--- config.mk ---
export PLATFORM = sky130hd
export DESIGN_NAME = srw_supervisor
export DESIGN_NICKNAME = d
export VERILOG_FILES = /design/src/hdl/srw_pkg.sv /design/src/hdl/srw_supervisor.sv /design/src/hdl/srw_hold_timer.sv /design/src/hdl/srw_mon_latch.sv
export SDC_FILE = /design/constraint.sdc
export NUM_CORES = 1
export LEC_CHECK = 0
export BUFFER_PORTS_ARGS = -buffer_cell sky130_fd_sc_hd__buf_2
export CAP_MARGIN = 0
export CORE_ASPECT_RATIO = 1.5
export CORE_MARGIN = 3
export CORE_UTILIZATION = 45
export CTS_BUF_LIST = sky130_fd_sc_hd__clkbuf_8
export DETAILED_ROUTE_END_ITERATION = 6
export SLEW_MARGIN = 10
export SYNTH_ARGS = -nofsm -noshare
export SYNTH_HDL_FRONTEND = slang
export SYNTH_SLANG_ARGS = --single-unit
--- constraint.sdc ---
create_clock -name mclk -period 3.3 [get_ports mclk]
set_clock_uncertainty 0.2 [all_clocks]
set_input_delay 0.495 -clock mclk [delete_from_list [all_inputs] [get_ports mclk]]
set_output_delay 0.495 -clock mclk [all_outputs]
set_load 0.02 [all_outputs]
--- src/hdl/srw_pkg.sv ---
// package: constants and types of the supervisor, reset and write-protect block
package srw_pkg;

  // ***********************************************
  // clock and hold-time constants
  // ***********************************************
  localparam int unsigned CLK_FREQ_HZ = 100_000_000;
  localparam int unsigned MS_PER_S = 1_000;
  localparam int unsigned CYC_PER_MS = CLK_FREQ_HZ / MS_PER_S;

  // selectable reset hold times, milliseconds, by {sel_hi, sel_lo}
  localparam int unsigned HOLD_SEL0_MS = 50;
  localparam int unsigned HOLD_SEL1_MS = 100;
  localparam int unsigned HOLD_SEL2_MS = 200;
  localparam int unsigned HOLD_SEL3_MS = 300;

  // cycle counts derived from the times above
  localparam int unsigned HOLD_SEL0_CYC = HOLD_SEL0_MS * CYC_PER_MS;
  localparam int unsigned HOLD_SEL1_CYC = HOLD_SEL1_MS * CYC_PER_MS;
  localparam int unsigned HOLD_SEL2_CYC = HOLD_SEL2_MS * CYC_PER_MS;
  localparam int unsigned HOLD_SEL3_CYC = HOLD_SEL3_MS * CYC_PER_MS;

  // wide enough for the longest hold count
  localparam int unsigned HOLD_CNT_W = 25;

  // ***********************************************
  // reset values and field codes
  // ***********************************************
  localparam logic RESET_OUT_RST = 1'b1;
  localparam logic POR_PENDING_RST = 1'b1;
  localparam logic AUX_OUT_RST = 1'b0;
  localparam logic [1:0] STATUS_RST = 2'h0;
  localparam logic [1:0] BLOCK_PROT_NONE = 2'h0;
  localparam int unsigned MON_CHANNELS = 2;

  // ***********************************************
  // types
  // ***********************************************
  typedef struct packed {
    logic b;
    logic a;
  } srw_mon_t;

  typedef struct packed {
    logic valid;
    logic nonvolatile;
  } srw_wr_req_t;

  typedef enum logic [2:0] {
    RST_ASSERT = 3'b001,
    RST_HOLD = 3'b010,
    RST_IDLE = 3'b100
  } srw_rst_state_t;

endpackage

--- src/hdl/srw_supervisor.sv ---
// supervisor top: reset generation, aux monitors, write-protect gating
`timescale 1ns/1ps
module srw_supervisor #(
  parameter int unsigned HOLD_CYC_0 = srw_pkg::HOLD_SEL0_CYC,
  parameter int unsigned HOLD_CYC_1 = srw_pkg::HOLD_SEL1_CYC,
  parameter int unsigned HOLD_CYC_2 = srw_pkg::HOLD_SEL2_CYC,
  parameter int unsigned HOLD_CYC_3 = srw_pkg::HOLD_SEL3_CYC
) (
  // clock, reset, enable
  input wire logic mclk,
  input wire logic reset,
  input wire logic clk_en,
  // supply and manual reset
  input wire logic supply_ok,
  input wire logic manual_reset_in,
  // hold time select
  input wire logic reset_timeout_sel_hi,
  input wire logic reset_timeout_sel_lo,
  // reset output pin, open drain
  output logic reset_out,
  output logic reset_pin_o,
  output logic reset_pin_oe_n,
  // aux monitor comparator results
  input wire logic aux_monitor_a_input,
  input wire logic aux_monitor_b_input,
  // aux monitor pins, open drain
  output logic aux_monitor_a_out,
  output logic aux_monitor_b_out,
  output logic aux_monitor_a_oe_n,
  output logic aux_monitor_b_oe_n,
  // latched monitor status
  input wire srw_pkg::srw_mon_t status_clear,
  output srw_pkg::srw_mon_t status_o,
  // write-protect gating
  input wire logic wp_pin_in,
  input wire logic wp_pin_driven,
  input wire logic [1:0] block_protect,
  input wire srw_pkg::srw_wr_req_t wr_req,
  output logic write_grant,
  output logic write_refused
);
  import srw_pkg::*;

  // ***********************************************
  // reset request sources
  // ***********************************************
  logic por_pending_r;
  logic por_pending_nxt;
  logic any_req;

  // power-up request clears the first time the supply is good
  always_comb begin
    por_pending_nxt = por_pending_r && !supply_ok;
  end

  always_ff @(posedge mclk) begin
    if (reset) begin
      por_pending_r <= POR_PENDING_RST;
    end else if (clk_en) begin
      por_pending_r <= por_pending_nxt;
    end
  end

  // power-up, undervoltage and manual requests merge into one
  assign any_req = por_pending_r || !supply_ok || manual_reset_in;

  // ***********************************************
  // hold time select and shared counter
  // ***********************************************
  logic [HOLD_CNT_W-1:0] hold_load;
  logic [HOLD_CNT_W-1:0] hold_cnt;
  logic hold_done;

  // one less than the count so the hold lasts exactly that many cycles
  always_comb begin
    unique case ({reset_timeout_sel_hi, reset_timeout_sel_lo})
      2'h0: hold_load = HOLD_CNT_W'(HOLD_CYC_0 - 1);
      2'h1: hold_load = HOLD_CNT_W'(HOLD_CYC_1 - 1);
      2'h2: hold_load = HOLD_CNT_W'(HOLD_CYC_2 - 1);
      2'h3: hold_load = HOLD_CNT_W'(HOLD_CYC_3 - 1);
    endcase
  end

  // select is taken live; a change mid-hold only acts on next restart
  srw_hold_timer #(
    .W(HOLD_CNT_W)
  ) u_timer (
    .mclk(mclk),
    .reset(reset),
    .clk_en(clk_en),
    .restart(any_req),
    .load_val(hold_load),
    .count(hold_cnt),
    .done(hold_done)
  );

  // ***********************************************
  // reset output state machine
  // ***********************************************
  srw_rst_state_t state_r;
  srw_rst_state_t state_nxt;
  logic reset_out_r;
  logic reset_out_nxt;

  // any request asserts; release only after a full quiet hold period
  always_comb begin
    state_nxt = state_r;
    unique case (state_r)
      RST_ASSERT: begin
        if (!any_req) begin
          state_nxt = RST_HOLD;
        end
      end
      RST_HOLD: begin
        if (any_req) begin
          state_nxt = RST_ASSERT;
        end else if (hold_done) begin
          state_nxt = RST_IDLE;
        end
      end
      RST_IDLE: begin
        if (any_req) begin
          state_nxt = RST_ASSERT;
        end
      end
    endcase
    reset_out_nxt = (state_nxt != RST_IDLE);
  end

  always_ff @(posedge mclk) begin
    if (reset) begin
      state_r <= RST_ASSERT;
      reset_out_r <= RESET_OUT_RST;
    end else if (clk_en) begin
      state_r <= state_nxt;
      reset_out_r <= reset_out_nxt;
    end
  end

  // open drain: pull low when idle, release so the pull-up shows high
  assign reset_out = reset_out_r;
  assign reset_pin_o = 1'b0;
  assign reset_pin_oe_n = reset_out_r;

  // ***********************************************
  // aux monitors
  // ***********************************************
  logic aux_a_r;
  logic aux_b_r;
  logic aux_a_nxt;
  logic aux_b_nxt;
  srw_mon_t alarm;
  logic [MON_CHANNELS-1:0] status_bits;

  // only the output flop, no power-up or timeout stage
  always_comb begin
    aux_a_nxt = aux_monitor_a_input;
    aux_b_nxt = aux_monitor_b_input;
  end

  always_ff @(posedge mclk) begin
    if (reset) begin
      aux_a_r <= AUX_OUT_RST;
      aux_b_r <= AUX_OUT_RST;
    end else if (clk_en) begin
      aux_a_r <= aux_a_nxt;
      aux_b_r <= aux_b_nxt;
    end
  end

  // high above trip, driven low below
  assign aux_monitor_a_out = aux_a_r;
  assign aux_monitor_b_out = aux_b_r;
  assign aux_monitor_a_oe_n = aux_a_r;
  assign aux_monitor_b_oe_n = aux_b_r;

  // a low monitor state is the alarm that gets latched
  assign alarm.a = !aux_monitor_a_input;
  assign alarm.b = !aux_monitor_b_input;

  srw_mon_latch #(
    .N(MON_CHANNELS)
  ) u_latch (
    .mclk(mclk),
    .reset(reset),
    .clk_en(clk_en),
    .alarm(alarm),
    .clear(status_clear),
    .status(status_bits)
  );

  assign status_o = srw_mon_t'(status_bits);

  // ***********************************************
  // write-protect gating
  // ***********************************************
  logic wp_active;
  logic block_locked;
  logic refuse;
  logic grant_r;
  logic refused_r;
  logic grant_nxt;
  logic refused_nxt;

  // an undriven pin counts as low, like the internal pull-down
  assign wp_active = wp_pin_driven && wp_pin_in;
  assign block_locked = (block_protect != BLOCK_PROT_NONE);
  assign refuse = wp_active && (wr_req.nonvolatile || block_locked);

  // verdict is a one-cycle pulse the cycle after the request
  always_comb begin
    grant_nxt = wr_req.valid && !refuse;
    refused_nxt = wr_req.valid && refuse;
  end

  always_ff @(posedge mclk) begin
    if (reset) begin
      grant_r <= 1'b0;
      refused_r <= 1'b0;
    end else if (clk_en) begin
      grant_r <= grant_nxt;
      refused_r <= refused_nxt;
    end
  end

  assign write_grant = grant_r;
  assign write_refused = refused_r;
endmodule

--- src/hdl/srw_hold_timer.sv ---
// down counter that times the reset hold period
`timescale 1ns/1ps
module srw_hold_timer #(
  parameter int unsigned W = 25
) (
  // clock, reset, enable
  input wire logic mclk,
  input wire logic reset,
  input wire logic clk_en,
  // control
  input wire logic restart,
  input wire logic [W-1:0] load_val,
  // status
  output logic [W-1:0] count,
  output logic done
);
  import srw_pkg::*;

  logic [W-1:0] cnt_r;
  logic [W-1:0] cnt_nxt;

  // reload while a request stands, count down after it goes
  always_comb begin
    cnt_nxt = cnt_r;
    if (restart) begin
      cnt_nxt = load_val;
    end else if (cnt_r != '0) begin
      cnt_nxt = cnt_r - W'(1);
    end
  end

  always_ff @(posedge mclk) begin
    if (reset) begin
      cnt_r <= '0;
    end else if (clk_en) begin
      cnt_r <= cnt_nxt;
    end
  end

  assign count = cnt_r;
  assign done = (cnt_r == '0) && !restart;
endmodule

--- src/hdl/srw_mon_latch.sv ---
// sticky alarm bits, one per monitor channel
`timescale 1ns/1ps
module srw_mon_latch #(
  parameter int unsigned N = 2
) (
  // clock, reset, enable
  input wire logic mclk,
  input wire logic reset,
  input wire logic clk_en,
  // events and clears
  input wire logic [N-1:0] alarm,
  input wire logic [N-1:0] clear,
  // latched state
  output logic [N-1:0] status
);
  import srw_pkg::*;

  logic [N-1:0] st_r;
  logic [N-1:0] st_nxt;

  // set beats clear so an alarm in the clear cycle is kept
  always_comb begin
    st_nxt = st_r;
    for (int i = 0; i < N; i++) begin
      if (alarm[i]) begin
        st_nxt[i] = 1'b1;
      end else if (clear[i]) begin
        st_nxt[i] = 1'b0;
      end
    end
  end

  generate
    for (genvar g = 0; g < N; g++) begin : g_bit
      always_ff @(posedge mclk) begin
        if (reset) begin
          st_r[g] <= 1'b0;
        end else if (clk_en) begin
          st_r[g] <= st_nxt[g];
        end
      end
    end
  endgenerate

  assign status = st_r;
endmodule

Yosys cells after proc, flatten, opt, wreduce, memory -nomap -nowiden
Index checks and enable logic that the tools add are counted.

word-level totals
  flip-flop bits (word level) = 36
  latch bits = 0
  RAM bits = 0
  ROM bits = 0
  bits of input ports = 17
  output and inout port bits = 11
  word-level logic and storage cells = 52
  memories = 0

operators by class
  $add $sub $neg = 1
  $mul = 0
  div/mod/pow operators = 0
  $lt $le $gt $ge = 0
  eq/ne operators = 9
  shift-type cells = 0
  muxes and demuxes = 12
  bitwise gates (word level) = 0
  reduce and logical (&&, ||, !) cells = 20

operators by type and width
  kind                   number
  $pmux 25 s4            1
  $mux 25                2
  $logic_not 25->1       1
  $reduce_bool 25->1     1
  $sub 25x1->25 const B  1
  $mux 3                 4
  $pmux 3 s3             1
  $logic_and 1x1->1      6
  $reduce_and 2->1       3
  $eq 2x2->1 const B     2
  $mux 1                 4
  $ne 2x1->1 const B     2
  $reduce_bool 2->1      2
  $eq 3x1->1 const B     1
  $eq 3x2->1 const B     1
  $eq 3x3->1 const B     1
  $logic_not 1->1        3
  $logic_or 1x1->1       3
  $ne 3x3->1 const B     1
  $eq 2x1->1 const B     1
  $logic_not 2->1        1

Depth between registers and ports, before layout
Gate-level depths: netlist of the first run.

  depth after elaboration = 9
  mapped depth = 8
  depth with buffers taken out = 7

Modules after synthesis
From an unflattened synthesis of the first run, not the netlist that was laid out.

unflattened totals
  cell total of the unflattened synthesis = 308
  area total of the unflattened synthesis = 2,388.5 µm²

modules (own cells, without submodules)
  module          times used  cells each  area each (µm²)  sequential area each (µm²)
  srw_hold_timer  1           233         1,762.9          500.5
  srw_supervisor  1           67          548.0            180.2
  srw_mon_latch   1           8           77.6             40.0

Worst setup path after synthesis of the first run
Ideal clock, no wire load.

  kind = in2reg
  start point = input port manual_reset_in
  end point = register u_timer.cnt_r[12], in the netlist u_timer.count[12]
  arrival time = 1,737 ps
  setup slack = 1,292 ps
  stages on the path = 6
  cells stage by stage = or3b_2 clkbuf_1 clkbuf_1 o41ai_1 nand2_1 a21oi_1

on the way
  word-level cells in the longest chain between the ends = 3
  elaborated cells on any way between the ends = 4

RTL lines
  element                      RTL line              source
  start: declaration           srw_supervisor.sv:15  input wire logic manual_reset_in,
  $logic_or 1x1->1 *           srw_supervisor.sv:65  assign any_req = por_pending_r || !supply_ok || manual_reset_in;
  $reduce_bool 2->1 (no line)  --
  $reduce_and 2->1 (no line)   --
  end signal: assignment       srw_hold_timer.sv:36  cnt_r <= cnt_nxt;
  end: declaration             srw_hold_timer.sv:19  logic [W-1:0] cnt_r;

Mark *: on every way between the ends. The rest lies on a longest branch, timed or not.
A chain may end at the register's enable or synchronous reset.

Worst setup path in the final report of the first run
  start point = register u_timer.cnt_r[18], in the netlist u_timer.count[18]
  end point = register u_timer.cnt_r[17], in the netlist u_timer.count[17]

on the way
  word-level cells in the longest chain between the ends = 3

RTL lines
  element                      RTL line              source
  $reduce_bool 25->1           srw_hold_timer.sv:27  end else if (cnt_r != '0) begin
  $reduce_bool 2->1 (no line)  --
  $reduce_and 2->1 (no line)   --

Every way passes these cells.

==> results.yml, run 1 <==
clocking:
  path_clk_slew_ns: 0.07
  clk-insertion-delay-late_ns: 0.29
  cts_sinks: 36
  clockRootBuffer: "clkbuf_8"
  cts_tree: "yes"
  numCtsBuffers: 5
  cts_setup_buffers: 0
  hold_buffers: 0
  htree_levels: 2
  cts_resized: 0
  cts_buffer_depth: 2
logic_synthesis:
  synth_nets: 323
  syn_inst: 299
  synth_top_area_share_pct: 31.2
  synth.area.top_cells: "dfxtp_1, a21oi_1, nor2_1"
  synthArstFlopShare_pct: 0
  ys_types: 57
  yosysMostFrequentCell: "dfxtp_1"
  yosysWarnings: 0
  synthTopCellsByCount: "dfxtp_1, nor2_1, a21oi_1, o21ai_0, nand2_1"
  syn_area_mm2: 0.00231
  synth-seq-cells: 36
  synth_edf_count: 0
  avgSynthCellArea_um2: 7.74
  seq_area_frac_synth_pct: 31.2
  synth_area_leader_cell: "dfxtp_1"
  ys.flop_type: "dfxtp_1"
route:
  firstDrtPassIters: 4
  routedWlPerCell_um: 16.5
  post-route-drc-count: 0
  routed_via_density: 5.92
  ant_nets: 0
  vias: 2250
  dr.first_iter.drc_count: 101
  wl_um: 6250
sta:
  rsz0062_at_grt: "false"
  setup_viol: 0
  fmax_ghz: 0.411
  hold_viol: 0
  min_period_ns: 2.43
  setup_tns_ns: 0
  fin_crit_sh_pct: 73.8
  max_slew_margin_pct: 55.7
  drv_slew: 0
  worstMarginPinSlew_ns: 0.664
die:
  core_mm2: 0.00489
  die-area_mm2: 0.00606
  start_util_pct: 47.3
  core.rowCount: 31
  ios: 28
  die_w_um: 64.5
  die_height_um: 93.8
setup_path:
  r2r-end: "u_timer.count[17]"
  path_cells: "nor4_2 -> nand4_2 -> o21ai_4 -> o21ai_0 -> a221oi_2"
  critPathMaxStageDelay_ns: 0.53
  r2r-start: "u_timer.count[18]"
  arrival_ns: 2.44
  r2r_setup_slack_ns: 0.87
  reg2reg_depth: 5
  cp-end-kind: "register"
  cp.required_ns: 3.31
  cp-startpoint: "u_timer.count[18]"
  cp_slowest_cell: "o21ai_4"
  path_max_fanout: 19
  cp-endpoint: "u_timer.count[17]"
  critPathKind: "reg -> reg"
  critPathLaunchType: "register"
power:
  power.density_mw_per_mm2: 398
  power_uw: 1010
  leakage_uw: 0.000965
  ir_drop_v: 0.000245
final_layout:
  layout-drive-gt1-share_pct: 16.9
  fillers: 519
  regArea_um2: 721
  final_util_pct: 51.8
  antenna_cells: 0
  areaGrowthSynthToFinish_pct: 9.46
  final_nets: 338
  multi_input_area_mm2: 0.00145
global_route:
  antenna_found_initial: 0
  grt_max_degree: 35
  grt_pass1_vias: 2167
  grt_usage_pct: 22.1
  gr-total-overflow: 0
  grt_pass1_wl_um: 10400
placed_design:
  gp_congestion: 0.876
  portBuffers: 26
  hpwlAfterDp_um: 4500
hold_path:
  hp-class: "in -> reg"
run_status:
  outcome: "completed"
job:
  drv_cap: 0
[power breakdown]
part / internal (uW) / leakage (uW) / switching, uW / total, uW
logic: 79.6 / 0.000623 / 139 / 218
clock network: 141 / 0.0000452 / 158 / 299
registers: 460 / 0.000296 / 30.8 / 491
[cells by family (layout without fill, tap and decap cells)]
logic type,after synthesis,in the layout,share of synthesized area (%)
multiplexers,2,2,0.865
adder cells (fa/ha/maj),7,7,3.79
AO/OA/AOI/OAI,98,98,26.6
other,1,1,0.162
XOR/XNOR,5,5,1.89
AND/OR/NAND/NOR,118,118,29.3
flip-flops,36,36,31.2
buffers and inverters,32,47,6.22
[layout by cell type (no fill, tap or decap), types with 4 or more instances in the layout]
master,n
dfxtp_1,36
nor2_1,33
a21oi_1,31
buf_2,26
o21ai_0,24
nand2_1,21
inv_1,11
nor3_1,10
nand3_1,7
ha_1,7
o21ai_1,6
a31oi_1,5
or3_1,5
o211ai_1,5
clkbuf_8,5
nand2b_1,4
and2_1,4
and3_1,4
xor2_1,4
nor4_1,4
nand4_1,4
buf_4,4
[stage by stage]
stage	std cells	instance area (um^2)	hold slack (ns)	setup WS (ns)
6_report	380	2530	0.255	0.866
4_1_cts	380	2530	0.260	0.845
3_3_place_gp	373	2450	0.254	0.902
5_1_grt	380	2530	0.285	0.653
3_5_place_dp	373	2450	0.263	0.884
2_1_floorplan	299	2310	0.231	1.29
[per-layer routing]
layer	share of wire (%)	track usage, %	vias up
li1	-	-	1119
met5	0	0	-
met3	4.5	4.07	16
met1	41	25.4	1063
met4	3.3	10.8	0
met2	52	38.5	52
[sequential cells by signal, indices dropped and copies added, names as in the netlist]
signal,count
u_timer.count,25
state_r,3
u_latch.status,2
aux_monitor_a_oe_n,1
aux_monitor_b_oe_n,1
por_pending_r,1
reset_out,1
write_grant,1
write_refused,1
[cell type report]
cell class                      instances  share of cell area (%)
Multi-Input combinational cell        231                    57.4
Sequential cell                        36                    28.5
Timing Repair Buffer                   30                    6.32
Tap cell                               66                    3.26
Clock buffer                            5                    2.72
Inverter                               10                    1.48
Clock inverter                          2                   0.346
[worst max-delay path, delay by kind of cell, from the launching register on]
family / cells / cell delay [ns]
simple gates: 2 / 0.82
flops: 1 / 0.39
compound gates: 3 / 0.94
[worst min path at each step]
stage	from	end	slack [ns]	cells past startpoint
final	aux_monitor_b_input	aux_monitor_b_oe_n	0.26	3
after global routing	aux_monitor_b_input	aux_monitor_b_oe_n	0.28	3
after CTS	aux_monitor_b_input	aux_monitor_b_oe_n	0.26	3
after detailed placement	write_grant	write_grant	0.26	2
after global placement	write_grant	write_grant	0.25	2
after floorplan	por_pending_r	por_pending_r	0.23	2
Power figures use the tool's default switching activity.
==> run 2: changes to the inputs <==
--- a/config.mk
+++ b/config.mk
@@ -5,6 +5,7 @@
 export SDC_FILE = /design/constraint.sdc
 export NUM_CORES = 1
 export LEC_CHECK = 0
+export ABC_AREA = 1
 export BUFFER_PORTS_ARGS = -buffer_cell sky130_fd_sc_hd__buf_2
 export CAP_MARGIN = 0
 export CORE_ASPECT_RATIO = 1.5
==> constraint.sdc (replaced) <==
create_clock -name mclk -period 2.4 [get_ports mclk]
set_clock_uncertainty 0.2 [all_clocks]
set_input_delay 0.36 -clock mclk [delete_from_list [all_inputs] [get_ports mclk]]
set_output_delay 0.36 -clock mclk [all_outputs]
set_load 0.02 [all_outputs]
==> results.yml, run 2 <==
clocking:
  clk-insertion-delay-late_ns: 0.30
  numCtsBuffers: 5
  htree_levels: 2
  cts_sinks: 36
  cts_buffer_depth: 2
  cts_resized: 0
  cts_tree: "yes"
  clockRootBuffer: "clkbuf_8"
  hold_buffers: 0
  cts_setup_buffers: 0
  path_clk_slew_ns: 0.07
logic_synthesis:
  synth_compound_area_share_pct: 13.2
  syn_area_mm2: 0.00246
  synth-seq-cells: 36
  seq_area_frac_synth_pct: 29.3
  ys.flop_type: "dfxtp_1"
  yosysMostFrequentCell: "nand2_1"
  ys_types: 35
  yosysWarnings: 0
  synthTopCellsByCount: "nand2_1, nor2_1, dfxtp_1, inv_1, nand3_1"
  synth_top_family_by_area: "simple AND/OR/NAND/NOR gates"
  synthAdderAreaFrac_pct: 3.56
  synth_edf_count: 0
  avgSynthCellArea_um2: 6.33
  synthSimpleGateAreaFrac_pct: 42.9
  synth_area_leader_cell: "dfxtp_1"
  synthXorXnorAreaFrac_pct: 1.07
  synth_top_area_share_pct: 29.3
  syn_inst: 389
  synth.area.top_cells: "dfxtp_1, nand2_1, nor2_1"
  synthArstFlopShare_pct: 0
  synth.mux.area_fraction_pct: 0
  synth_nets: 413
placed_design:
  gp_congestion: 0.870
  place_area_mm2: 0.00262
  dp.cells: 474
  hpwlAfterDp_um: 5090
  portBuffers: 26
route:
  wl_um: 6740
  ant_nets: 0
  routed_via_density: 5.20
  firstDrtPassIters: 4
  post-route-drc-count: 0
  dr.first_iter.drc_count: 79
  routedWlPerCell_um: 14.0
  vias: 2505
final_layout:
  stdcell_area_mm2: 0.00271
  final_nets: 437
  areaGrowthSynthToFinish_pct: 10.2
  fin_cells: 482
  layout-drive-gt1-share_pct: 15.5
  layout_common_cells: "nand2_1, nor2_1, inv_1, dfxtp_1, buf_2"
  largest_reg_flops: 25
  final_common_cell: "nand2_1"
  antenna_cells: 0
sta:
  rsz0062_at_grt: "false"
  fin_crit_sh_pct: 86.4
  hold_viol: 0
  max_slew_margin_pct: 53.7
  hold-worst-slack_ns: 0.110
  fmax_ghz: 0.482
  setup_tns_ns: 0
  worstMarginPinSlew_ns: 0.694
  min_period_ns: 2.07
  setup_viol: 0
  drv_slew: 0
job:
  drv_cap: 0
power:
  leakage_uw: 0.00128
  ir_drop_v: 0.000308
  power_uw: 1500
  power.density_mw_per_mm2: 552
global_route:
  grt_max_degree: 22
  grt.busiest_layer: "met2"
  grt_pass1_wl_um: 11100
  grt_pass1_vias: 2401
  gr-total-overflow: 0
  use_met2_pct: 41.4
  met3_usage_pct: 3.47
  grt_use_met1_pct: 25.1
  grt_usage_pct: 22.8
  antenna_found_initial: 0
setup_path:
  critPathMaxStageDelay_ns: 0.31
  path_max_fanout: 6
  cp.required_ns: 2.39
  cp-end-kind: "register"
  arrival_ns: 2.06
  cp_slowest_cell: "dfxtp_1"
  critPathLaunchType: "register"
  path_cells: "inv_1 -> ha_1 -> nand2_1 -> nor2_2 -> inv_1 -> nand2_1 -> inv_1 -> o21ai_1 -> nand2_1 -> nor2_1 -> nor2_1"
  critPathKind: "reg -> reg"
die:
  die-area_mm2: 0.00641
  core_mm2: 0.00520
  start_util_pct: 47.3
  ios: 28
  core.rowCount: 32
  die_w_um: 66.4
  die_height_um: 96.6
run_status:
  outcome: "completed"
hold_path:
  hp-class: "in -> reg"
[run 2: cell types whose count changed after synthesis, sizes merged, moves of 6 or more]
| cell | previous run | this run |
|---|---|---|
| or3 | 6 | 0 |
| nor2 | 33 | 94 |
| a21oi | 31 | 23 |
| nand3 | 7 | 25 |
| nor4 | 9 | 0 |
| nand2 | 21 | 90 |
| clkbuf | 14 | 6 |
| inv | 10 | 36 |
| nor3 | 10 | 4 |
[run 2: path summary, 6_finish.rpt]
path / startpoint / to / slack, ns / depth (start not counted)
min reg2reg: write_refused / write_refused / 0.27 / 2
min: aux_monitor_a_input / aux_monitor_a_oe_n / 0.11 / 3
max reg2reg: u_timer.count[0] / u_timer.count[6] / 0.33 / 11
max: u_timer.count[0] / u_timer.count[6] / 0.33 / 11
[run 2: area by class of cell]
| type | count | area, um^2 |
|---|---|---|
| clock buffers | 6 | 82.6 |
| fillers | 579 | 2490 |
| well taps | 68 | 85.1 |
| multi-input cells | 301 | 1500 |
| repair buffers | 33 | 183 |
| flip-flops and latches | 36 | 721 |
| clock inverters | 2 | 7.51 |
| inverters | 36 | 135 |
[run 2: logic make-up after synthesis]
kind of cell             after synthesis
XOR/XNOR                               3
buffers and inverters                 52
adder cells (fa/ha/maj)                7
other                                  1
flip-flops                            36
AND/OR/NAND/NOR                      229
AO/OA/AOI/OAI                         61
[run 2: critical path, delay by kind of cell (launching register included)]
kind / cells / cell delay (ns)
adders and majority gates: 1 / 0.20
and+or+nand+nor: 6 / 0.81
DFF: 1 / 0.31
buffers and inverters: 3 / 0.26
AOI/OAI and AO/OA: 1 / 0.20
[run 2: power breakdown]
part | switching, uW | internal (uW) | total (uW)
combinational | 241 | 121 | 362
clock | 228 | 226 | 453
sequential | 43.9 | 637 | 681
[run 2: per-layer routing]
metal	wire (um)	up-vias
met3	300	16
met4	216	0
met5	0	-
met2	3520	73
met1	2700	1135
li1	-	1281
[run 2: per-stage QoR]
stage / worst slack, ns / util, %
6_report: 0.326 / 52.1
5_1_grt: 0.122 / 52.1
4_1_cts: 0.320 / 52.1
3_5_place_dp: 0.345 / 50.4
3_3_place_gp: 0.343 / 50.4
2_1_floorplan: 0.638 / -
